[config.mk]
export PLATFORM = sky130hd
export DESIGN_NAME = scs_supervisor
export DESIGN_NICKNAME = d
export VERILOG_FILES = /design/src/design/scs_pkg.sv /design/src/design/scs_supervisor.sv /design/src/design/scs_timer.sv
export SDC_FILE = /design/constraint.sdc
export NUM_CORES = 1
export LEC_CHECK = 0
export ABC_CLOCK_PERIOD_IN_PS = 2350
export CELL_PAD_IN_SITES_DETAIL_PLACEMENT = 2
export CELL_PAD_IN_SITES_GLOBAL_PLACEMENT = 2
export CORE_MARGIN = 2
export CORE_UTILIZATION = 35
export DETAILED_ROUTE_END_ITERATION = 16
export DONT_BUFFER_PORTS = 1
export PLACE_DENSITY_LB_ADDON = 0.1
export SLEW_MARGIN = 10
export SYNTH_ARGS = -nofsm -noshare
export SYNTH_HDL_FRONTEND = slang
export SYNTH_SLANG_ARGS = --single-unit
[constraint.sdc]
create_clock -name clock -period 2.35 [get_ports clock]
set_input_delay 0.1175 -clock clock [delete_from_list [all_inputs] [get_ports clock]]
set_output_delay 0.1175 -clock clock [all_outputs]
set_load 0.02 [all_outputs]
[src/design/scs_pkg.sv]
// Constants and carriers for the switchgear control supervisor.
// Assumes one 50 MHz clock and synchronous inputs from the protection logic.
package scs_pkg;
  localparam int unsigned CLOCK_HZ        = 50_000_000;
  localparam int unsigned INTERLOCK_COUNT = 3;
  localparam int unsigned RELAY_COUNT     = 7;
  localparam int unsigned TIMER_WIDTH     = 32;
  localparam logic [1:0]  POS_INDETERM    = 2'h0;
  localparam logic [1:0]  POS_OPEN        = 2'h1;
  localparam logic [1:0]  POS_CLOSED      = 2'h2;
  localparam logic [1:0]  POS_DISTURBED   = 2'h3;
  localparam int unsigned MOVE_CLOSE_MS   = 100;
  localparam int unsigned MOVE_OPEN_MS    = 100;
  localparam int unsigned TRIP_HOLD_MS    = 200;
  localparam int unsigned SYNC_WAIT_MS    = 1000;
  localparam int unsigned CYCLES_PER_MS   = CLOCK_HZ / 1000;
  localparam int unsigned MOVE_CLOSE_CYC  = MOVE_CLOSE_MS * CYCLES_PER_MS;
  localparam int unsigned MOVE_OPEN_CYC   = MOVE_OPEN_MS * CYCLES_PER_MS;
  localparam int unsigned TRIP_HOLD_CYC   = TRIP_HOLD_MS * CYCLES_PER_MS;
  localparam int unsigned SYNC_WAIT_CYC   = SYNC_WAIT_MS * CYCLES_PER_MS;

  typedef struct packed {
    logic closed_contact;
    logic open_contact;
    logic ready;
    logic removed;
  } scs_contacts_type;

  typedef struct packed {
    logic break_capability;
    logic controlled;
    logic invisible;
    logic earthing_combination;
    logic trip_latched;
    logic sync_enable;
    logic gen_to_grid_sync_mode;
    logic first_switching_device;
  } scs_config_type;

  typedef struct packed {
    logic [1:0] position;
    logic       earthed;
    logic       ready;
    logic       removed;
    logic       config_error;
    logic       travel_fault;
  } scs_status_type;
endpackage : scs_pkg

[src/design/scs_supervisor.sv]
// Switchgear supervisor: position decoding, travel supervision, command gating, trip manager.
// Assumes all inputs synchronous to clock; relay routing done here from the relay assign masks.
`timescale 1ns/1ps
module scs_supervisor
  import scs_pkg::*;
#(
  parameter int unsigned MOVE_CLOSE_CYCLES = MOVE_CLOSE_CYC,
  parameter int unsigned MOVE_OPEN_CYCLES  = MOVE_OPEN_CYC,
  parameter int unsigned TRIP_HOLD_CYCLES  = TRIP_HOLD_CYC,
  parameter int unsigned SYNC_WAIT_CYCLES  = SYNC_WAIT_CYC,
  parameter int unsigned TRIP_SOURCES      = 4
) (
  input  wire logic                        clock,
  input  wire logic                        sys_rst,
  input  wire scs_contacts_type            contacts,
  input  wire scs_config_type              config_in,
  input  wire logic [INTERLOCK_COUNT-1:0]  close_interlock_input,
  input  wire logic [INTERLOCK_COUNT-1:0]  open_interlock_input,
  input  wire logic [TRIP_SOURCES-1:0]     trip_source_input,
  input  wire logic                        trip_acknowledge,
  input  wire logic                        external_close_request,
  input  wire logic                        external_open_request,
  input  wire logic                        panel_close_request,
  input  wire logic                        panel_open_request,
  input  wire logic                        sync_reached,
  input  wire logic [RELAY_COUNT-1:0]      relay_close_assign,
  input  wire logic [RELAY_COUNT-1:0]      relay_open_assign,
  output scs_status_type                   status,
  output logic                             close_command,
  output logic                             open_command,
  output logic                             trip_command,
  output logic [RELAY_COUNT-1:0]           relay_drive,
  output logic                             close_rejected,
  output logic                             open_rejected,
  output logic                             sync_abandoned
);
  typedef enum {
    SCS_IDLE,
    SCS_SYNC_WAIT,
    SCS_CLOSING,
    SCS_OPENING
  } scs_move_type;

  scs_move_type        move_state;
  logic                close_pulse;
  logic                open_pulse;
  logic                cfg_ok;
  logic                manual_allowed;
  logic                close_locked;
  logic                open_locked;
  logic                close_req;
  logic                open_req;
  logic                close_req_prev;
  logic                open_req_prev;
  logic                close_edge;
  logic                open_edge;
  logic [TRIP_SOURCES-1:0] trip_prev;
  logic                trip_rise;
  logic                trip_any;
  logic                trip_active;
  logic                hold_done;
  logic                hold_running;
  logic                travel_running;
  logic                travel_expired;
  logic                sync_expired;
  logic                start_close_travel;
  logic                start_open_travel;
  logic                stop_travel;
  logic [TIMER_WIDTH-1:0] travel_load;
  logic [1:0]          next_position;
  logic                second_contact;

  // Configuration check: first device must be able to break current
  assign cfg_ok = !(config_in.first_switching_device && !config_in.break_capability);
  assign manual_allowed = cfg_ok && config_in.controlled;

  assign close_locked = |close_interlock_input;
  assign open_locked  = |open_interlock_input;

  // Panel requests ignored for an invisible device; external ones still count
  assign close_req = external_close_request || (panel_close_request && !config_in.invisible);
  assign open_req  = external_open_request || (panel_open_request && !config_in.invisible);
  assign close_edge = close_req && !close_req_prev;
  assign open_edge  = open_req && !open_req_prev;

  assign trip_any  = |trip_source_input;
  assign trip_rise = |(trip_source_input & ~trip_prev);

  // Earthing combination uses the second contact as earth indication
  assign second_contact = contacts.open_contact;

  always_ff @(posedge clock) begin
    if (sys_rst) begin
      close_req_prev <= 1'b0;
      open_req_prev  <= 1'b0;
      trip_prev      <= '0;
    end else begin
      close_req_prev <= close_req;
      open_req_prev  <= open_req;
      trip_prev      <= trip_source_input;
    end
  end

  // Manual command acceptance and travel sequencing
  always_ff @(posedge clock) begin
    if (sys_rst) begin
      move_state     <= SCS_IDLE;
      close_pulse    <= 1'b0;
      open_pulse     <= 1'b0;
      close_rejected <= 1'b0;
      open_rejected  <= 1'b0;
      sync_abandoned <= 1'b0;
    end else begin
      close_rejected <= 1'b0;
      open_rejected  <= 1'b0;
      sync_abandoned <= 1'b0;
      case (move_state)
        SCS_IDLE: begin
          if (trip_active) begin
            move_state <= SCS_OPENING;
          end else if (close_edge) begin
            if (!manual_allowed || close_locked) begin
              close_rejected <= 1'b1;
            end else if (config_in.sync_enable && config_in.break_capability) begin
              move_state <= SCS_SYNC_WAIT;
            end else begin
              move_state  <= SCS_CLOSING;
              close_pulse <= 1'b1;
            end
          end else if (open_edge) begin
            if (!manual_allowed || open_locked) begin
              open_rejected <= 1'b1;
            end else begin
              move_state <= SCS_OPENING;
              open_pulse <= 1'b1;
            end
          end
        end
        SCS_SYNC_WAIT: begin
          if (trip_active || close_locked) begin
            move_state     <= SCS_IDLE;
            sync_abandoned <= 1'b1;
          end else if (sync_reached) begin
            move_state  <= SCS_CLOSING;
            close_pulse <= 1'b1;
          end else if (config_in.gen_to_grid_sync_mode && sync_expired) begin
            move_state     <= SCS_IDLE;
            sync_abandoned <= 1'b1;
          end
        end
        SCS_CLOSING: begin
          if (trip_active) begin
            move_state  <= SCS_OPENING;
            close_pulse <= 1'b0;
          end else if (contacts.closed_contact && !second_contact || travel_expired) begin
            move_state  <= SCS_IDLE;
            close_pulse <= 1'b0;
          end
        end
        SCS_OPENING: begin
          if (!contacts.closed_contact && second_contact || travel_expired) begin
            move_state <= SCS_IDLE;
            open_pulse <= 1'b0;
          end else if (!open_pulse && !trip_active && !travel_running) begin
            move_state <= SCS_IDLE;
          end
        end
        default: begin
          move_state  <= SCS_IDLE;
          close_pulse <= 1'b0;
          open_pulse  <= 1'b0;
        end
      endcase
    end
  end

  assign start_close_travel = (move_state != SCS_CLOSING) && (close_pulse == 1'b0) &&
                              ((move_state == SCS_IDLE && close_edge && manual_allowed && !close_locked &&
                                !(config_in.sync_enable && config_in.break_capability) && !trip_active) ||
                               (move_state == SCS_SYNC_WAIT && sync_reached && !trip_active && !close_locked));
  assign start_open_travel  = (move_state != SCS_OPENING) &&
                              ((move_state == SCS_IDLE && (trip_active ||
                                (open_edge && !close_edge && manual_allowed && !open_locked))) ||
                               (move_state == SCS_CLOSING && trip_active));
  assign stop_travel = (move_state == SCS_CLOSING && contacts.closed_contact && !second_contact) ||
                       (move_state == SCS_OPENING && !contacts.closed_contact && second_contact);
  assign travel_load = start_close_travel ? TIMER_WIDTH'(MOVE_CLOSE_CYCLES) :
                                            TIMER_WIDTH'(MOVE_OPEN_CYCLES);

  // One timer serves both directions since only one travel is ever in flight
  scs_timer #(.WIDTH(TIMER_WIDTH)) u_travel (
    .clock      (clock),
    .sys_rst    (sys_rst),
    .start      (start_close_travel || start_open_travel),
    .stop       (stop_travel),
    .load_value (travel_load),
    .running    (travel_running),
    .expired    (travel_expired)
  );

  scs_timer #(.WIDTH(TIMER_WIDTH)) u_sync (
    .clock      (clock),
    .sys_rst    (sys_rst),
    .start      (move_state == SCS_IDLE && close_edge && manual_allowed && !close_locked &&
                 config_in.sync_enable && config_in.break_capability && !trip_active),
    .stop       (move_state != SCS_SYNC_WAIT && move_state != SCS_IDLE),
    .load_value (TIMER_WIDTH'(SYNC_WAIT_CYCLES)),
    .running    (),
    .expired    (sync_expired)
  );

  // Trip manager
  scs_timer #(.WIDTH(TIMER_WIDTH)) u_hold (
    .clock      (clock),
    .sys_rst    (sys_rst),
    .start      (trip_rise && cfg_ok && config_in.break_capability),
    .stop       (1'b0),
    .load_value (TIMER_WIDTH'(TRIP_HOLD_CYCLES)),
    .running    (hold_running),
    .expired    ()
  );
  assign hold_done = !hold_running;

  always_ff @(posedge clock) begin
    if (sys_rst) begin
      trip_active <= 1'b0;
    end else if (!config_in.break_capability || !cfg_ok) begin
      trip_active <= 1'b0;
    end else if (trip_rise) begin
      trip_active <= 1'b1;
    end else if (trip_active && hold_done && !trip_any) begin
      // Source rise wins over acknowledge; acknowledge only acts after hold time
      if (!config_in.trip_latched || trip_acknowledge) begin
        trip_active <= 1'b0;
      end
    end
  end

  // Position decode
  always_comb begin
    next_position = POS_INDETERM;
    if (contacts.closed_contact && second_contact) begin
      next_position = POS_DISTURBED;
    end else if (contacts.closed_contact) begin
      next_position = POS_CLOSED;
    end else if (second_contact) begin
      next_position = POS_OPEN;
    end else if (travel_expired || !travel_running) begin
      next_position = POS_DISTURBED;
    end
  end

  // Outputs registered
  always_ff @(posedge clock) begin
    if (sys_rst) begin
      status        <= '0;
      close_command <= 1'b0;
      open_command  <= 1'b0;
      trip_command  <= 1'b0;
      relay_drive   <= '0;
    end else begin
      status.position     <= next_position;
      status.earthed      <= config_in.earthing_combination && second_contact;
      status.ready        <= contacts.ready;
      status.removed      <= contacts.removed;
      status.config_error <= !cfg_ok;
      status.travel_fault <= travel_expired;
      close_command       <= close_pulse && manual_allowed;
      open_command        <= (open_pulse && manual_allowed) || trip_active;
      trip_command        <= trip_active;
      relay_drive         <= manual_allowed ?
                             ((relay_close_assign & {RELAY_COUNT{close_pulse}}) |
                              (relay_open_assign & {RELAY_COUNT{open_pulse || trip_active}})) : '0;
    end
  end
endmodule : scs_supervisor

[src/design/scs_timer.sv]
// Down-counting supervision timer: loads on start, flags expiry.
// Assumes start and stop are synchronous single-cycle or level requests.
`timescale 1ns/1ps
module scs_timer
  import scs_pkg::*;
#(
  parameter int unsigned WIDTH = TIMER_WIDTH
) (
  input  wire logic             clock,
  input  wire logic             sys_rst,
  input  wire logic             start,
  input  wire logic             stop,
  input  wire logic [WIDTH-1:0] load_value,
  output logic                  running,
  output logic                  expired
);
  logic [WIDTH-1:0] count;

  always_ff @(posedge clock) begin
    if (sys_rst) begin
      count   <= '0;
      running <= 1'b0;
      expired <= 1'b0;
    end else if (start) begin
      count   <= (load_value == '0) ? WIDTH'(1) : load_value;
      running <= 1'b1;
      expired <= 1'b0;
    end else if (stop) begin
      running <= 1'b0;
      expired <= 1'b0;
    end else if (running) begin
      if (count <= WIDTH'(1)) begin
        running <= 1'b0;
        expired <= 1'b1;
      end else begin
        count <= count - WIDTH'(1);
      end
    end
  end
endmodule : scs_timer

==> flow_summary.yaml, run 1 <==
die:
  ios: 64
  core_area_um2: 17200
  start_util_pct: 35.7
  die_h_um: 137
  die_w_um: 137
  rows: 48
  die_area_um2: 18700
sta:
  slew_viol_final: 0
  post-route-min-period_ps: 2530
  fin_tns_setup_ps: -1610
  setup_violations: 25
  slew_headroom_pct: 32.6
  fin_ws_ps: -178
  hold_viol: 1
  timing.fmax_mhz: 396
  fin_crit_sh_pct: 108
  clock_skew_ps: 5.89
  worst_slew_pin_slew_ps: 1010
  rsz0062_at_grt: "true"
  whs_ps: -0.646
critical_path:
  reg2reg_depth: 6
  cp.arrival_ps: 2810
  crit_top_cell: "or4_4"
  worst_setup_path_end_kind: "flop"
  required_ps: 2640
  crit_type: "flop to flop"
  cp-startpoint: "u_hold.count[26]$_SDFFE_PP0P_"
  r2r_slack_ps: -180
  timing.rr.end: "u_hold.count[11]$_SDFFE_PP0P_"
  cp-start-kind: "flop"
  cpPeakStageDelay_ps: 600
  cp_cell_sequence: "or4_4 > or4_4 > o41a_4 > nand3_2 > xor2_2 > nor2_1"
  endpoint: "u_hold.count[11]$_SDFFE_PP0P_"
  crit_fanout: 5
  critPathSlowestCell: "or4_4"
  timing.rr.start: "u_hold.count[26]$_SDFFE_PP0P_"
global_routing:
  grt_start_max_net_pins: 55
  antenna_found_initial: 0
  grt_pass1_vias: 6578
  grt_pass1_wl_mm: 34.3
  track_usage_pct: 23.7
  overflow: 0
clock_network:
  htreeDepth: 4
  cts_sinks: 132
  clockBufferDepth: 2
  cts_buffers: 17
  tritoncts: "done"
  clk_pin_slew_ps: 60
  clock_latency_ps: 420
  cts_root_buffer: "clkbuf_16"
min_path:
  hold_class: "primary input to flop"
  min_from: "config_in[6]"
  min_path_cells: 2
cells_and_area:
  layout-drive-gt1-share_pct: 25.7
  stdcell_area_um2: 8540
  area_delta_synth_final_pct: 38.6
  antenna_cells: 0
  finish.utilization_pct: 49.5
  final_nets: 896
synthesis:
  synthFlopType: "dfxtp_1"
  syn_nets: 770
  synth_area_per_cell_um2: 8.60
  seq_area_frac_synth_pct: 42.9
  synth_enable_flop_cells: 0
  netlist_instances: 716
  yosysUniqueCellTypes: 56
  yosys_warnings: 0
  synthArstFlopShare_pct: 0
  synth_seq_cells: 132
  syn-cell-area_um2: 6160
detailed_routing:
  num_vias: 5937
  drc: 0
  wirelength_mm: 22.9
  wl_per_cell_um: 21.2
  firstDrtPassIters: 4
  postRouteAntennaNets: 0
  drt_iter0_markers: 206
  via_per_inst: 5.50
place:
  gp_congestion: 0.764
  port_buffers: 0
  post_dp_cell_area_um2: 6990
  post-dp-hpwl_mm: 13.6
  dp_slack_ps: -230
run_status:
  violations: "negative hold slack, negative setup slack"
  status: "complete, but fails checks"
power:
  peakVddDrop_mv: 0.581
  p_leak_nw: 3.27
  power.density_nw_per_um2: 1050
run:
  drv_cap: 0
-- power by group --
part | leakage (nW) | switching (mW) | internal (mW)
combinational | 1.88 | 1.82 | 1.45
sequential | 1.08 | 0.275 | 2.46
clock | 0.315 | 1.04 | 1.92
total | 3.27 | 3.13 | 5.82
-- sequential cells by signal (all words and copies together), names as in the netlist --
| register | cells |
|---|---|
| u_hold.count | 32 |
| u_sync.count | 32 |
| u_travel.count | 32 |
| relay_drive | 7 |
| status | 7 |
| trip_prev | 4 |
| move_state | 2 |
| close_command | 1 |
| close_pulse | 1 |
| close_rejected | 1 |
| close_req_prev | 1 |
| open_command | 1 |
| open_pulse | 1 |
| open_rejected | 1 |
| open_req_prev | 1 |
| sync_abandoned | 1 |
| trip_active | 1 |
| trip_command | 1 |
| u_hold.running | 1 |
| u_sync.expired | 1 |
| u_sync.running | 1 |
| u_travel.expired | 1 |
| u_travel.running | 1 |
-- synth_stat cells, drive strengths merged, types with 3 or more instances --
master	instances	area share, %
a211oi	6	0.73
nand3	26	2.1
nand2b	12	1.2
o21bai	3	0.37
nor2	118	7.2
nand2	33	2.0
or2	6	0.61
nand4b	9	1.3
a22o	7	1.0
nor4b	6	0.85
nand4	19	2.2
or4	17	2.3
or3	17	1.7
nand3b	4	0.49
a21oi	39	3.2
a31oi	10	1.0
xnor2	27	3.8
ha	10	2.0
clkbuf	26	1.6
inv	17	1.0
nor3	34	2.8
nor4	28	3.1
buf	5	0.51
dfxtp	132	43
xor2	50	7.1
nor3b	4	0.49
o21ai	13	1.1
o22ai	3	0.30
o31ai	5	0.61
nor2b	8	0.81
-- area by class of cell --
cell class | instances | area, µm²
Fill cell | 1791 | 8700
Tap cell | 225 | 282
Clock buffer | 20 | 447
Clock inverter | 12 | 203
Sequential cell | 132 | 2650
Inverter | 17 | 63.8
Timing Repair Buffer | 137 | 1170
Multi-Input combinational cell | 537 | 3720
-- cell families (layout without fill, tap and decap cells) --
family	Yosys count	in the layout	share of synthesized area (%)
AND/OR/NAND/NOR	349	349	30.3
flip-flops	132	132	42.9
AO/OA/AOI/OAI	99	100	10.5
XOR/XNOR	77	77	10.9
buffers and inverters	48	186	3.13
adder cells (fa/ha/maj)	10	10	2.03
multiplexers	1	1	0.162
-- worst max-delay path, delay by kind of cell, from the launching register on --
family	cells	cell delay [ps]
simple gates	4	1350
flops	1	320
compound gates	1	550
xor+xnor	1	190
-- metrics by stage --
stage                     total power [mW]  std cells
after floorplan                       4.14        716
after global placement                4.95        996
after detailed placement              5.07        996
after CTS                             8.36       1067
after global routing                  9.41       1080
final                                 8.95       1080
-- cells in the final DEF, fill, tap and decap left out, types with 5 or more instances in the layout --
master and instances:
dfxtp_1 123, buf_4 100, nor2b_1 8, dfxtp_2 9
nand4b_1 9, nor4_2 9, nand2b_1 12, nand4_1 18
dlygate4sd3_1 30, nor4_4 5, clkbuf_16 17, nor2_1 112
nand2_1 32, nor3_2 5, o21ai_0 11, nor4_1 14
nor2_2 5, a31oi_1 10, or4_4 8, inv_1 17
or2_2 6, a21oi_1 35, nand3_1 22, bufinv_16 5
nor3_1 28, or3_1 14, xor2_1 48, or4_1 9
a22o_1 7, ha_1 10, xnor2_1 25
-- worst min path at each step --
stage	endpoint	slack, ps
2_1_floorplan	status[4]$_SDFF_PP0_	230
3_3_place_gp	trip_prev[0]$_SDFF_PP0_	200
3_5_place_dp	trip_prev[2]$_SDFF_PP0_	200
4_1_cts	open_rejected$_SDFF_PP0_	10
5_1_grt	open_rejected$_SDFF_PP0_	-4
6_report	open_rejected$_SDFF_PP0_	-0.6
-- per-layer routing --
layer	track usage, %	up-vias	part of all wire [%]
li1	-	2816	-
met1	26.4	2978	40
met2	44.9	108	55
met3	4.63	35	3.2
met4	7.58	0	1.9
met5	0	-	0
-- what timing repair did --
| action | CTS | global route |
|---|---|---|
| setup buffers | 6 | 13 |
| pin swaps | 16 | 42 |
| gates cloned | 2 | 0 |
| endpoints found under the hold margin | 61 | 0 |
| hold buffers | 31 | 0 |
| resized for setup | 23 | 64 |
| setup endpoints to repair | 24 | 82 |
Note: power is estimated with default switching activity, not from simulation.
==> run 2, diff against run 1 <==
Settings changed: ABC_AREA set to 1, CAP_MARGIN set to 20, CORE_UTILIZATION 35 to 32.
==> run 2 against run 1 <==
  * The run now ends clean
  * Non-clock buffer count down 79
  * Die area up 38%
  * Highest routed layer unchanged
  * Synthesized cell count up 69%
  * Routed wire length up 23%
  * Sequential power up 3%
  * Global-route usage down 0.96 points
  * First-iteration DRC count up 45%
  * Sequential share of layout area down 2.2 points
==> flow_summary.yaml, run 2 <==
synthesis:
  yosysTopAreaCell: "dfxtp_1"
  seq_area_frac_synth_pct: 33.8
  synth_enable_flop_cells: 0
  synthArstFlopShare_pct: 0
  synth_commonest_cells: "296 x nand2_1, 225 x nor2_1, 135 x inv_1"
  synthFlopType: "dfxtp_1"
  syn-cell-area_um2: 7820
  synth.area.top_cells: "dfxtp_1 34%, nand2_1 14%, nor2_1 11%, inv_1 6.5%, nand3_1 6.4%"
  synth_top_area_share_pct: 33.8
  synth_most_common_cell: "nand2_1"
  synth_seq_cells: 132
  yosys_warnings: 0
  yosysUniqueCellTypes: 46
  synth_area_per_cell_um2: 6.48
  syn_nets: 1262
  netlist_instances: 1208
detailed_routing:
  wirelength_mm: 28.2
  drt_iter0_markers: 298
  firstDrtPassIters: 4
  via_per_inst: 5.01
  drc: 0
  num_vias: 7981
  wl_per_cell_um: 17.7
  postRouteAntennaNets: 0
sta:
  setup_violations: 0
  slew_headroom_pct: 61.7
  hold_viol: 0
  clock_skew_ps: 18.0
  whs_ps: 25.1
  fin_crit_sh_pct: 90.6
  worst_slew_pin_slew_ps: 572
  slew_viol_final: 0
  timing.fmax_mhz: 470
  rsz0062_at_grt: "false"
  fin_tns_setup_ps: 0
  post-route-min-period_ps: 2130
cells_and_area:
  layout_common_cells: "296 x nand2_1, 225 x nor2_1, 135 x inv_1, 132 x dfxtp_1, 99 x nand3_1"
  layout-drive-gt1-share_pct: 9.53
  area_delta_synth_final_pct: 17.2
  antenna_cells: 0
  final_common_cell: "nand2_1"
  reg.largest.list: "u_hold.count (32), u_sync.count (32), u_travel.count (32)"
  fillers: 2950
  final_nets: 1311
critical_path:
  timing.rr.start: "u_sync.count[0]$_SDFFE_PP0P_"
  crit_type: "flop to flop"
  worst_setup_path_end_kind: "flop"
  required_ps: 2680
  crit_fanout: 24
  timing.rr.end: "u_sync.count[1]$_SDFFE_PP0P_"
  cp.arrival_ps: 2460
  cp-start-kind: "flop"
  reg2reg_depth: 11
  r2r_slack_ps: 220
  cp-startpoint: "u_sync.count[0]$_SDFFE_PP0P_"
  endpoint: "u_sync.count[1]$_SDFFE_PP0P_"
die:
  die_h_um: 160
  rows: 57
  ios: 64
  core_area_um2: 24200
  die_w_um: 160
  die_area_um2: 25700
  start_util_pct: 32.4
clock_network:
  tritoncts: "done"
  htreeDepth: 4
  cts_buffers: 17
  clk_pin_slew_ps: 70
  cts_root_buffer: "clkbuf_16"
  cts_sinks: 132
  clock_latency_ps: 440
  clockBufferDepth: 2
global_routing:
  grt_pass1_wl_mm: 46.6
  grt_pass1_vias: 8564
  track_usage_pct: 22.8
  overflow: 0
  grt_start_max_net_pins: 25
  antenna_found_initial: 0
place:
  post-dp-hpwl_mm: 19.9
  port_buffers: 0
  gp_congestion: 0.793
run_status:
  status: "finished clean"
power:
  p_leak_nw: 4.24
  power.density_nw_per_um2: 1090
  peakVddDrop_mv: 0.494
  power_mw: 10.0
run:
  drv_cap: 0
min_path:
  hold_class: "primary input to flop"
run 2: changes by cell type in the layout (fill, tap and decap cells not counted), moves of 14 or more:
| cell | previous run | this run |
|---|---|---|
| a21oi_1 | 35 | 62 |
| buf_4 | 100 | 23 |
| inv_1 | 17 | 135 |
| nand2_1 | 32 | 296 |
| nand3_1 | 22 | 99 |
| nand4_1 | 18 | 45 |
| nor2_1 | 112 | 225 |
| nor3_1 | 28 | 12 |
| or3_1 | 14 | 0 |
| xor2_1 | 48 | 18 |
run 2: metal layers:
metal,share of wire [%],GRT usage (%),vias up
met5,0,0,-
met2,50,41.3,75
met1,46,28.1,3919
li1,-,-,3966
met4,1.4,5.28,0
met3,1.8,3.80,21
run 2: worst max-delay path, cell delays in order (launching register included):
cell	delay (ps)
dfxtp_1	330
inv_1	90
ha_1	310
nand2_2	140
nor2_4	170
nand3_2	110
nand2_2	100
nand2_4	180
nand2_8	200
inv_4	120
o21ai_0	230
a21oi_2	40
run 2: per-stage QoR:
stage	area, µm²	instances	setup slack [ps]	utilization (%)
finish	9170	1594	222	37.9
global route	9170	1594	28.8	37.9
CTS	9150	1593	186	37.8
detailed placement	8200	1527	215	33.9
global placement	8200	1527	308	33.9
floorplan	7820	1208	637	-
run 2: report_power, final:
part           internal (mW)  switching [mW]
Combinational           1.40            2.95
Sequential              2.48           0.323
Clock                   1.62            1.26
run 2: cells by family (layout without fill, tap and decap cells):
group	count (synthesis)	count (layout)	synth area share, %
xor+xnor	38	38	4.25
buf+inv	179	241	9.93
fa+ha+maj	10	10	1.60
flops	132	132	33.8
simple gates	739	739	42.3
compound gates	110	110	8.14
run 2: final cells by class:
| class | count | area [µm²] | area share (%) |
|---|---|---|---|
| multi-input combinational | 897 | 4410 | 48.1 |
| sequential | 132 | 2640 | 28.8 |
| inverter | 151 | 572 | 6.24 |
| timing repair buffer | 58 | 528 | 5.76 |
| clock buffer | 17 | 425 | 4.64 |
| tap | 324 | 405 | 4.42 |
| clock inverter | 15 | 184 | 2.01 |
run 2: timing repair:
action,4_1_cts,5_1_grt
hold buffers,34,0
setup buffers,0,0
hold endpoints to repair,31,0
endpoints found under the setup margin,0,1
resized for setup,0,1
run 2: how the worst min path moves through the flow:
| stage | to | slack [ps] | from | cells after the start |
|---|---|---|---|---|
| after detailed placement | status[1]$_SDFF_PP0_ | 200 | sys_rst | 1 |
| final | u_hold.count[5]$_SDFFE_PP0P_ | 30 | sys_rst | 4 |
| after global placement | status[1]$_SDFF_PP0_ | 190 | sys_rst | 1 |
| after floorplan | trip_command$_SDFF_PP0_ | 200 | sys_rst | 1 |
| after global routing | u_hold.count[5]$_SDFFE_PP0P_ | 40 | sys_rst | 4 |
| after CTS | u_hold.count[5]$_SDFFE_PP0P_ | 10 | sys_rst | 4 |
==> run 3, diff against run 2 <==
Settings changed: CELL_PAD_IN_SITES_DETAIL_PLACEMENT 2 to unset, CELL_PAD_IN_SITES_GLOBAL_PLACEMENT 2 to unset, CORE_UTILIZATION 32 to 58, PLACE_DENSITY set to 0.76, PLACE_DENSITY_LB_ADDON 0.1 to unset, SKIP_LAST_GASP set to 1.
==> run 3 against run 2 <==
  * Combinational power down 7.4%
  * Worst setup slack better by 67 ps
  * First-iteration DRC count up 120%
  * Core utilization up 29 points
  * Critical path type is now primary input to flop
==> flow_summary.yaml, run 3 (synthesis results as in run 2) <==
detailed_routing:
  drt_iter0_markers: 648
  wl_per_cell_um: 13.7
  via_per_inst: 5.39
  num_vias: 7716
  firstDrtPassIters: 5
  drc: 0
  postRouteAntennaNets: 0
  wirelength_mm: 19.6
global_routing:
  antenna_found_initial: 0
  grt_pass1_wl_mm: 32.9
  grt_pass1_vias: 7150
  track_usage_pct: 27.8
  overflow: 0
  grt_start_max_net_pins: 25
die:
  die_area_um2: 14400
  start_util_pct: 59.3
  core_area_um2: 13200
  die_w_um: 120
  ios: 64
  rows: 42
  die_h_um: 120
cells_and_area:
  final_common_cell: "nand2_1"
  multi_input_area_um2: 4410
  regArea_um2: 2640
  antenna_cells: 0
  stdcell_area_um2: 8870
  stdcell_count: 1431
  layout-drive-gt1-share_pct: 8.53
  layout_common_cells: "296 x nand2_1, 225 x nor2_1, 135 x inv_1, 132 x dfxtp_1, 100 x nand3_1"
  fillers: 1158
  final_nets: 1297
  area_delta_synth_final_pct: 13.4
  finish.utilization_pct: 67.3
  reg.largest.list: "u_hold.count (32), u_sync.count (32), u_travel.count (32)"
clock_network:
  cts_root_buffer: "clkbuf_16"
  clk_pin_slew_ps: 60
  clock_latency_ps: 430
  clockBufferDepth: 2
  tritoncts: "done"
  cts_buffers: 17
  cts_setup_buffers: 0
  cts_sinks: 132
  htreeDepth: 4
place:
  gp_congestion: 0.931
  dp_cells: 1367
  port_buffers: 0
  dp_slack_ps: 241
  post-dp-hpwl_mm: 13.4
  post_dp_cell_area_um2: 7920
sta:
  fin_ws_ps: 289
  clock_skew_ps: 9.29
  setup_violations: 0
  fin_tns_setup_ps: 0
  post-route-min-period_ps: 2060
  hold_viol: 0
  rsz0062_at_grt: "false"
  worst_slew_pin_slew_ps: 982
  fin_crit_sh_pct: 87.7
  slew_viol_final: 0
  whs_ps: 7.64
  slew_headroom_pct: 34.6
  timing.fmax_mhz: 485
run:
  drv_cap: 0
critical_path:
  timing.rr.end: "u_sync.count[1]$_SDFFE_PP0P_"
  reg2reg_depth: 11
  worst_setup_path_end_kind: "flop"
  crit_fanout: 21
  cp-startpoint: "sys_rst"
  timing.rr.start: "u_sync.count[0]$_SDFFE_PP0P_"
  r2r_slack_ps: 300
  cp-start-kind: "primary input"
  cp.arrival_ps: 2370
  required_ps: 2660
  crit_type: "primary input to flop"
  endpoint: "relay_drive[5]$_SDFF_PP0_"
run_status:
  status: "finished clean"
power:
  peakVddDrop_mv: 0.949
  power_mw: 9.57
  p_leak_nw: 4.18
  power.density_nw_per_um2: 1080
min_path:
  hold_class: "primary input to flop"
[run 3: cell count changes in the layout (fill, tap and decap cells not counted), sizes merged]
cell / change
bufinv: +1
inv: -8
dlymetal6s4s: +1
buf: -13
clkinv: +1
dlygate4sd3: -2
clkbuf: +3
clkinvlp: +2
[run 3: where the power goes]
group	total, mW	internal (mW)	switching, mW	leakage, nW
clock network	2.76	1.75	1.01	0.291
registers	2.78	2.48	0.300	1.07
logic	4.03	1.34	2.69	2.82
total	9.57	5.57	4.00	4.18
[run 3: area by class of cell]
class                   count  area share (%)
clock buffers              20            5.26
clock inverters            11            1.71
inverters                 151            6.44
multi-input cells         897            49.6
flip-flops and latches    132            29.8
well taps                 176            2.48
repair buffers             44            4.68
[run 3: worst min path at each step]
stage,from,end,slack (ps),depth (start not counted)
2_1_floorplan,sys_rst,trip_command$_SDFF_PP0_,200,1
3_3_place_gp,sys_rst,status[1]$_SDFF_PP0_,190,1
3_5_place_dp,sys_rst,u_hold.running$_SDFF_PP0_,190,1
4_1_cts,config_in[1],sync_abandoned$_SDFF_PP0_,9,4
5_1_grt,config_in[1],sync_abandoned$_SDFF_PP0_,30,4
6_report,config_in[1],sync_abandoned$_SDFF_PP0_,8,4
[run 3: layer usage]
metal / wire length, µm / global-route usage (%)
met1: 8720 / 34.8
met2: 9530 / 47.8
met3: 1000 / 5.85
met4: 344 / 8.60
met5: 0 / 0
[run 3: what timing repair did]
action / CTS / global route
resized for setup: 0 / 2
hold buffers: 33 / 0
endpoints found under the hold margin: 31 / 0
setup endpoints to repair: 0 / 2
[run 3: worst max-delay path, cell delays in order]
cell,delay [ps]
dlymetal6s4s_1,800
nor2_2,250
nand2_1,130
clkinv_1,220
a32o_1,290
dlygate4sd3_1,550
